[config.mk]
export PLATFORM = sky130hd
export DESIGN_NAME = overload_recycle
export DESIGN_NICKNAME = d
export VERILOG_FILES = /design/src/recycle_pkg.sv /design/src/overload_recycle.sv
export VERILOG_INCLUDE_DIRS = /design/src
export SDC_FILE = /design/constraint.sdc
export NUM_CORES = 1
export LEC_CHECK = 0
export BUFFER_PORTS_ARGS = -buffer_cell sky130_fd_sc_hd__buf_2
export CORE_UTILIZATION = 35
export DETAILED_ROUTE_END_ITERATION = 16
export PLACE_DENSITY = 0.54
export SKIP_LAST_GASP = 1
export SYNTH_ARGS = -nofsm -noshare
export SYNTH_HDL_FRONTEND = slang
export SYNTH_SLANG_ARGS = --single-unit
[constraint.sdc]
create_clock -name clk_sys_in -period 6.9 [get_ports clk_sys_in]
set_input_delay 1.035 -clock clk_sys_in [delete_from_list [all_inputs] [get_ports clk_sys_in]]
set_output_delay 1.035 -clock clk_sys_in [all_outputs]
set_load 0.01 [all_outputs]
[src/recycle_cfg.svh]
// Timing and layout constants for the overload recycle controller.
// Assumes a 40 MHz system clock; included by the package and the design.
`ifndef RECYCLE_CFG_SVH
`define RECYCLE_CFG_SVH

`define CLK_HZ            40000000
`define OFF_TIME_MS       2000
`define WINDOW_TIME_MS    60000
// Cycle counts are worked out in 64 bits so the window product cannot overflow.
`define OFF_CYCLES        ((64'(`CLK_HZ) / 64'h3e8) * 64'(`OFF_TIME_MS))
`define WINDOW_CYCLES     ((64'(`CLK_HZ) / 64'h3e8) * 64'(`WINDOW_TIME_MS))
`define NUM_FAULTS        4
`define FAULT_DRV_CATH    0
`define FAULT_PA_CATH     1
`define FAULT_HV_SUPPLY   2
`define FAULT_REFLECTED   3
`define LOCKOUT_COUNT     2'h3
`define TIMER_W           32

`endif

[src/recycle_pkg.sv]
// Types for the overload recycle controller.
// Assumes the constants header is on the include path.
`include "recycle_cfg.svh"

package recycle_pkg;
   typedef enum logic [1:0] {
      ST_IDLE,
      ST_RUN,
      ST_OFF,
      ST_LOCKOUT
   } seq_state_t;
endpackage
[src/overload_recycle.sv]
// Overload recycle controller: watches four fault lines, cycles high voltage off for an
// interval, counts faults in a window, locks out after three, and latches fault lamps.
// Assumes asynchronous fault and pushbutton pins and a free-running 40 MHz clock.
//
// Behaviour
// - Four fault lines; any one asserted is an overload.
// - Overload drops high voltage for two seconds; first fault starts sixty-second window.
// - High voltage returns after off period; a later fault repeats the cycle.
// - Fault still present at off end keeps voltage off and counts again.
// - Three faults in one window lock out high voltage with no retries.
// - Window expiring with two or fewer faults clears count and idles.
// - A single fault recovers automatically after the off period.
// - Lockout leaves only on a reset or start button edge after fault removal; count cleared.
// - One lamp per fault source, held lit until a reset clears it.
// - Start command clears the fault count and all lamps.
// - Lamp latch sets on the rising edge of its fault.
// - Lamp clear dominates; clear low blocks setting; preset forces lamp on.
// - Fault count advances once per occurrence; two bits suffice to see three.
// - Active-high count reset forces zero and blocks counting.
// - Timers fire on the documented trigger edge combinations.
// - Timers are non-retriggerable until their interval completes.
`timescale 1ns/1ps
`default_nettype none
`include "recycle_cfg.svh"

module overload_recycle (
   // Clock and reset.
   input  wire logic                    clk_sys_in,
   input  wire logic                    nrst_in,
   // Fault detector lines, active high.
   input  wire logic [`NUM_FAULTS-1:0]  fault_in,
   // Operator pushbuttons, active high.
   input  wire logic                    plate_reset_in,
   input  wire logic                    start_in,
   // Lamp test preset, active high.
   input  wire logic                    lamp_preset_in,
   // High-voltage contactor enable and indications.
   output logic                         hv_enable_out,
   output logic [`NUM_FAULTS-1:0]       lamp_out,
   output logic                         lockout_out,
   output logic [1:0]                   fault_count_out
);

   localparam int NS = `NUM_FAULTS + 3;

   // Three-stage synchronisers; a change counts once stages two and three agree.
   logic [NS-1:0] s1_q;
   logic [NS-1:0] s2_q;
   logic [NS-1:0] s3_q;
   logic [NS-1:0] clean_q;
   logic [NS-1:0] clean_prev_q;

   always_ff @(posedge clk_sys_in or negedge nrst_in) begin
      if (!nrst_in) begin
         s1_q <= '0;
         s2_q <= '0;
         s3_q <= '0;
      end else begin
         s1_q <= {lamp_preset_in, start_in, plate_reset_in, fault_in};
         s2_q <= s1_q;
         s3_q <= s2_q;
      end
   end

   // Filtered levels change only where stages agree, then get a one-cycle history.
   always_ff @(posedge clk_sys_in or negedge nrst_in) begin
      if (!nrst_in) begin
         clean_q      <= '0;
         clean_prev_q <= '0;
      end else begin
         for (int i = 0; i < NS; i++) begin
            if (s2_q[i] == s3_q[i]) begin
               clean_q[i] <= s3_q[i];
            end
         end
         clean_prev_q <= clean_q;
      end
   end

   logic [`NUM_FAULTS-1:0] fault_lvl;
   logic [`NUM_FAULTS-1:0] fault_rise;
   logic                   reset_rise;
   logic                   start_rise;
   logic                   preset_lvl;
   logic                   overload;

   // Edge detection on filtered levels.
   assign fault_lvl  = clean_q[`NUM_FAULTS-1:0];
   assign fault_rise = clean_q[`NUM_FAULTS-1:0] & ~clean_prev_q[`NUM_FAULTS-1:0];
   assign reset_rise = clean_q[`NUM_FAULTS] & ~clean_prev_q[`NUM_FAULTS];
   assign start_rise = clean_q[`NUM_FAULTS+1] & ~clean_prev_q[`NUM_FAULTS+1];
   assign preset_lvl = clean_q[`NUM_FAULTS+2];
   assign overload   = |fault_lvl;

   // Lamp latches: clear is active low and wins, preset forces on, fault edge sets.
   logic lamp_clr_n;
   assign lamp_clr_n = ~(reset_rise | start_rise);

   always_ff @(posedge clk_sys_in or negedge nrst_in) begin
      if (!nrst_in) begin
         lamp_out <= '0;
      end else begin
         for (int i = 0; i < `NUM_FAULTS; i++) begin
            if (!lamp_clr_n) begin
               lamp_out[i] <= 1'b0;
            end else if (preset_lvl) begin
               lamp_out[i] <= 1'b1;
            end else if (fault_rise[i]) begin
               lamp_out[i] <= 1'b1;
            end
         end
      end
   end

   // Sequencer state and timers.
   recycle_pkg::seq_state_t state_q;
   logic [`TIMER_W-1:0]     off_cnt_q;
   logic [`TIMER_W-1:0]     win_cnt_q;
   logic                    win_run_q;
   logic                    off_done;
   logic                    win_done;
   logic                    count_pulse;
   logic                    count_reset;
   logic                    off_fire;

   assign off_done = (state_q == recycle_pkg::ST_OFF) && (off_cnt_q == '0);
   assign win_done = win_run_q && (win_cnt_q == '0);

   // Occurrence: a new overload while running, or a fault persisting at the off end.
   assign off_fire    = (state_q == recycle_pkg::ST_IDLE || state_q == recycle_pkg::ST_RUN)
                        && overload;
   assign count_pulse = off_fire || (off_done && overload);
   assign count_reset = start_rise
                        || (reset_rise && state_q == recycle_pkg::ST_LOCKOUT && !overload)
                        || (win_done && state_q != recycle_pkg::ST_LOCKOUT);

   // Fault counter, two bits.
   always_ff @(posedge clk_sys_in or negedge nrst_in) begin
      if (!nrst_in) begin
         fault_count_out <= 2'h0;
      end else if (count_reset) begin
         fault_count_out <= 2'h0;
      end else if (count_pulse && fault_count_out != `LOCKOUT_COUNT) begin
         fault_count_out <= fault_count_out + 2'h1;
      end
   end

   // Off-period one-shot; loads only when fired, ignores triggers while counting.
   always_ff @(posedge clk_sys_in or negedge nrst_in) begin
      if (!nrst_in) begin
         off_cnt_q <= '0;
      end else if (off_fire || (off_done && overload)) begin
         off_cnt_q <= `TIMER_W'(`OFF_CYCLES - 1);
      end else if (state_q == recycle_pkg::ST_OFF && off_cnt_q != '0) begin
         off_cnt_q <= off_cnt_q - `TIMER_W'(1);
      end
   end

   // Window one-shot; started by the first fault, not retriggered while running.
   always_ff @(posedge clk_sys_in or negedge nrst_in) begin
      if (!nrst_in) begin
         win_run_q <= 1'b0;
         win_cnt_q <= '0;
      end else if (count_reset) begin
         win_run_q <= 1'b0;
         win_cnt_q <= '0;
      end else if (count_pulse && !win_run_q) begin
         win_run_q <= 1'b1;
         win_cnt_q <= `TIMER_W'(`WINDOW_CYCLES - 1);
      end else if (win_run_q && win_cnt_q != '0) begin
         win_cnt_q <= win_cnt_q - `TIMER_W'(1);
      end
   end

   // Sequencer.
   always_ff @(posedge clk_sys_in or negedge nrst_in) begin
      if (!nrst_in) begin
         state_q <= recycle_pkg::ST_IDLE;
      end else begin
         case (state_q)
            recycle_pkg::ST_IDLE, recycle_pkg::ST_RUN: begin
               if (overload) begin
                  if (fault_count_out == 2'h2) begin
                     state_q <= recycle_pkg::ST_LOCKOUT;
                  end else begin
                     state_q <= recycle_pkg::ST_OFF;
                  end
               end else if (win_done || start_rise) begin
                  state_q <= recycle_pkg::ST_IDLE;
               end
            end
            recycle_pkg::ST_OFF: begin
               if (start_rise) begin
                  state_q <= recycle_pkg::ST_IDLE;
               end else if (off_done) begin
                  if (!overload) begin
                     state_q <= win_run_q ? recycle_pkg::ST_RUN
                                          : recycle_pkg::ST_IDLE;
                  end else if (fault_count_out == 2'h2) begin
                     state_q <= recycle_pkg::ST_LOCKOUT;
                  end
               end
            end
            recycle_pkg::ST_LOCKOUT: begin
               if ((reset_rise || start_rise) && !overload) begin
                  state_q <= recycle_pkg::ST_IDLE;
               end
            end
            default: begin
               state_q <= recycle_pkg::ST_IDLE;
            end
         endcase
      end
   end

   // High voltage enabled only while no overload path is active.
   always_ff @(posedge clk_sys_in or negedge nrst_in) begin
      if (!nrst_in) begin
         hv_enable_out <= 1'b0;
         lockout_out   <= 1'b0;
      end else begin
         hv_enable_out <= (state_q == recycle_pkg::ST_IDLE || state_q == recycle_pkg::ST_RUN)
                          && !overload;
         lockout_out   <= (state_q == recycle_pkg::ST_LOCKOUT);
      end
   end
endmodule

`default_nettype wire

==> flow_summary_export.csv <==
group,metric,value,unit
outcome,outcome,"finished clean",
timing,grt_setup_unrepaired,"no",
route,postRouteAntennaNets,0,
route,drt-initial-drc-count,328,
floorplanning,die_w,124,um
timing,fin_tns_setup,0,ps
placed_design,dp_hpwl,8.05,mm
hold_path,hold_path.class,"reg -> reg",
yosys,synthArstFlopShare,100,%
finish,layout-drive-gt1-share,8.33,%
clock_tree,tritoncts,"yes",
yosys,synthFlopType,"dfrtp_1",
finish,areaGrowthSynthToFinish,11.0,%
global_route,antenna_found_initial,0,
yosys,ys_ff_latch,109,
yosys,netlist_area,5240,um^2
global_route,grt_max_degree,69,
clock_tree,cts_setup_buffers,0,
yosys,synth_edf_count,0,
yosys,synth_adder_area_share,2.53,%
timing,slew_headroom,26.9,%
route,routed_wirelength,12.0,mm
global_route,overflow,0,
yosys,seq_area_frac_synth,52.1,%
route,drc,0,
timing,tightest_slew,1100,ps
global_route,first_global_vias,4043,
critical_path,r2r_start,"off_cnt_q[0]",
finish,final_area,5810,um^2
timing,fin_crit_sh,50.1,%
timing,hold_viol,0,
floorplanning,rows,44,
finish,diodes,0,
job,maxCapViolations,0,
route,via_count,4069,
finish,final_core_util,39.8,%
floorplanning,fp.dieH,124,um
placed_design,gp_congestion,0.781,
clock_tree,cts_buffers,9,
critical_path,critPathRequiredTime,7150,ps
yosys,syn-num-nets,540,
global_route,grtUsageTotal,16.2,%
clock_tree,clock-root-buffer,"clkbuf_16",
yosys,synthSimpleGateAreaFrac,22.7,%
yosys,synth.distinct_cells,59,
yosys,yosys_warnings,0,
floorplanning,io-pin-count,17,
clock_tree,cts-htree-levels,3,
critical_path,slowest_delay,640,ps
placed_design,place_area,5490,um^2
clock_tree,ctsResizeCount,0,
finish,nNetsFinal,549,
timing,fin_crit,3460,ps
route,routedWlPerCell,16.6,um
timing,skew,12.2,ps
floorplanning,dieArea,15500,um^2
floorplanning,initial_utilization,35.9,%
power_and_ir_drop,p_total,2.26,mW
timing,fmaxAchievable,0.289,GHz
timing,whs,352,ps
critical_path,critPathKind,"reg -> reg",
yosys,synth-compound-area-share,13.8,%
power_and_ir_drop,peakVddDrop,0.168,mV
clock_tree,clk_pin_slew,80,ps
critical_path,crit_path_cell_trace,"inv_1 > ha_1 > nor4b_1 > nand4_1 > or4_4 > nand2_1 > a21oi_1 > a221o_1",
yosys,syn_area_per_cell,9.96,um^2
yosys,synth_xor_xnor_area_share,4.01,%
timing,slew_violations,0,
yosys,synth.mux.area_fraction,2.10,%
power_and_ir_drop,p_leak,2.45,nW
critical_path,startpoint,"off_cnt_q[0]",
global_route,grt_pass1_wl,20.3,mm
route,viasPerCell,5.62,
yosys,synth_top_family_by_area,"simple AND/OR/NAND/NOR gates",
clock_tree,cts_buffer_depth,2,
yosys,synth_cells,526,
clock_tree,numClockSinks,109,
hold_path,hold_start,"s1_q[4]",
power_and_ir_drop,power.density,388,nW/um^2
clock_tree,insertion_delay,360,ps
critical_path,worstPathArrival,3710,ps
critical_path,crit_slowest_cell,"or4_4",
placed_design,port_buffers,16,
clock_tree,ctsHoldBuffers,0,
floorplanning,core,14600,um^2
timing,setup_viol,0,
critical_path,critPathLaunchType,"flop",
route,firstDrtPassIters,5,
critical_path,end_kind,"flop",
critical_path,cp_max_fo,16,
[cells by family after synthesis]
kind of cell,after synthesis
buf+inv,37
xor+xnor,24
simple gates,226
flops,109
fa+ha+maj,12
compound gates,107
mux,11
[report_power, final]
part	total (mW)	switching (mW)	internal, mW
logic	0.845	0.553	0.292
registers	0.855	0.110	0.744
clock network	0.558	0.263	0.295
[final cells by class]
class                      count  area, um^2
sequential                   109        2730
multi-input combinational    380        2360
fill                        1417        8780
clock inverter                 7        97.6
tap                          184         230
timing repair buffer          20         113
clock buffer                   9         225
inverter                      15        56.3
[synth_stat cells, types with 5 or more instances]
| library cell | count | area (um^2) |
|---|---|---|
| or4_1 | 6 | 45.0 |
| xnor2_1 | 7 | 61.3 |
| nand2_1 | 41 | 154 |
| nand3_1 | 40 | 200 |
| inv_1 | 15 | 56.3 |
| o21ai_0 | 24 | 120 |
| nor3_1 | 29 | 145 |
| a21oi_1 | 27 | 135 |
| nand2b_1 | 5 | 31.3 |
| xor2_1 | 17 | 149 |
| mux2i_1 | 11 | 110 |
| maj3_1 | 7 | 70.1 |
| nand4_1 | 6 | 37.5 |
| dfrtp_1 | 109 | 2730 |
| ha_1 | 5 | 62.6 |
| a21o_1 | 5 | 37.5 |
| nor2_1 | 44 | 165 |
| or3_1 | 8 | 50.1 |
| and3_1 | 8 | 50.1 |
| nor4_1 | 11 | 68.8 |
| clkbuf_1 | 19 | 71.3 |
[metrics by stage]
stage                     worst slack (ps)  cells
after detailed placement              3480    708
after CTS                             3480    724
after floorplan                       4240    526
after global placement                3620    708
after global routing                  3290    724
final                                 3440    724
[sequential cells by signal (all words and copies together), names as in the netlist, 4 cells and up]
name          count
off_cnt_q        32
s1_q              7
clean_q           7
lamp_out          4
win_cnt_q        32
clean_prev_q      6
s2_q              7
s3_q              7
[final timing paths]
| kind | depth (start not counted) | slack [ps] | end |
|---|---|---|---|
| max reg2reg | 8 | 3440 | win_cnt_q[2] |
| min reg2reg | 0 | 350 | s2_q[4] |
| min in group asynchronous | 1 | 670 | off_cnt_q[23] |
| min | 0 | 350 | s2_q[4] |
| max | 8 | 3440 | win_cnt_q[2] |
| max in group asynchronous | 2 | 4980 | off_cnt_q[28] |
[routing by layer]
| metal | share of wire [%] | GRT usage [%] |
|---|---|---|
| met1 | 47 | 21.2 |
| met2 | 48 | 26.4 |
| met3 | 3.0 | 3.35 |
| met4 | 1.6 | 5.81 |
| met5 | 0 | 0 |
[placed cells by master, fill, tap and decap left out, drive strengths merged, types with 6 or more instances in the layout]
master	n
clkbuf	9
nor2	44
and3	9
inv	20
nand3	40
dfrtp	109
maj3	7
xor2	17
nor3	29
mux2i	11
or4	9
nand2	41
buf	20
o21ai	24
nand4	6
a21oi	27
xnor2	7
nor4	13
or3	8
[critical path, delay by kind of cell (launching register included)]
family	cells	cell delay (ps)
simple gates	4	1890
compound gates	2	820
flops	1	410
fa+ha+maj	1	140
buf+inv	1	90
(Power assumes the default switching activity.)
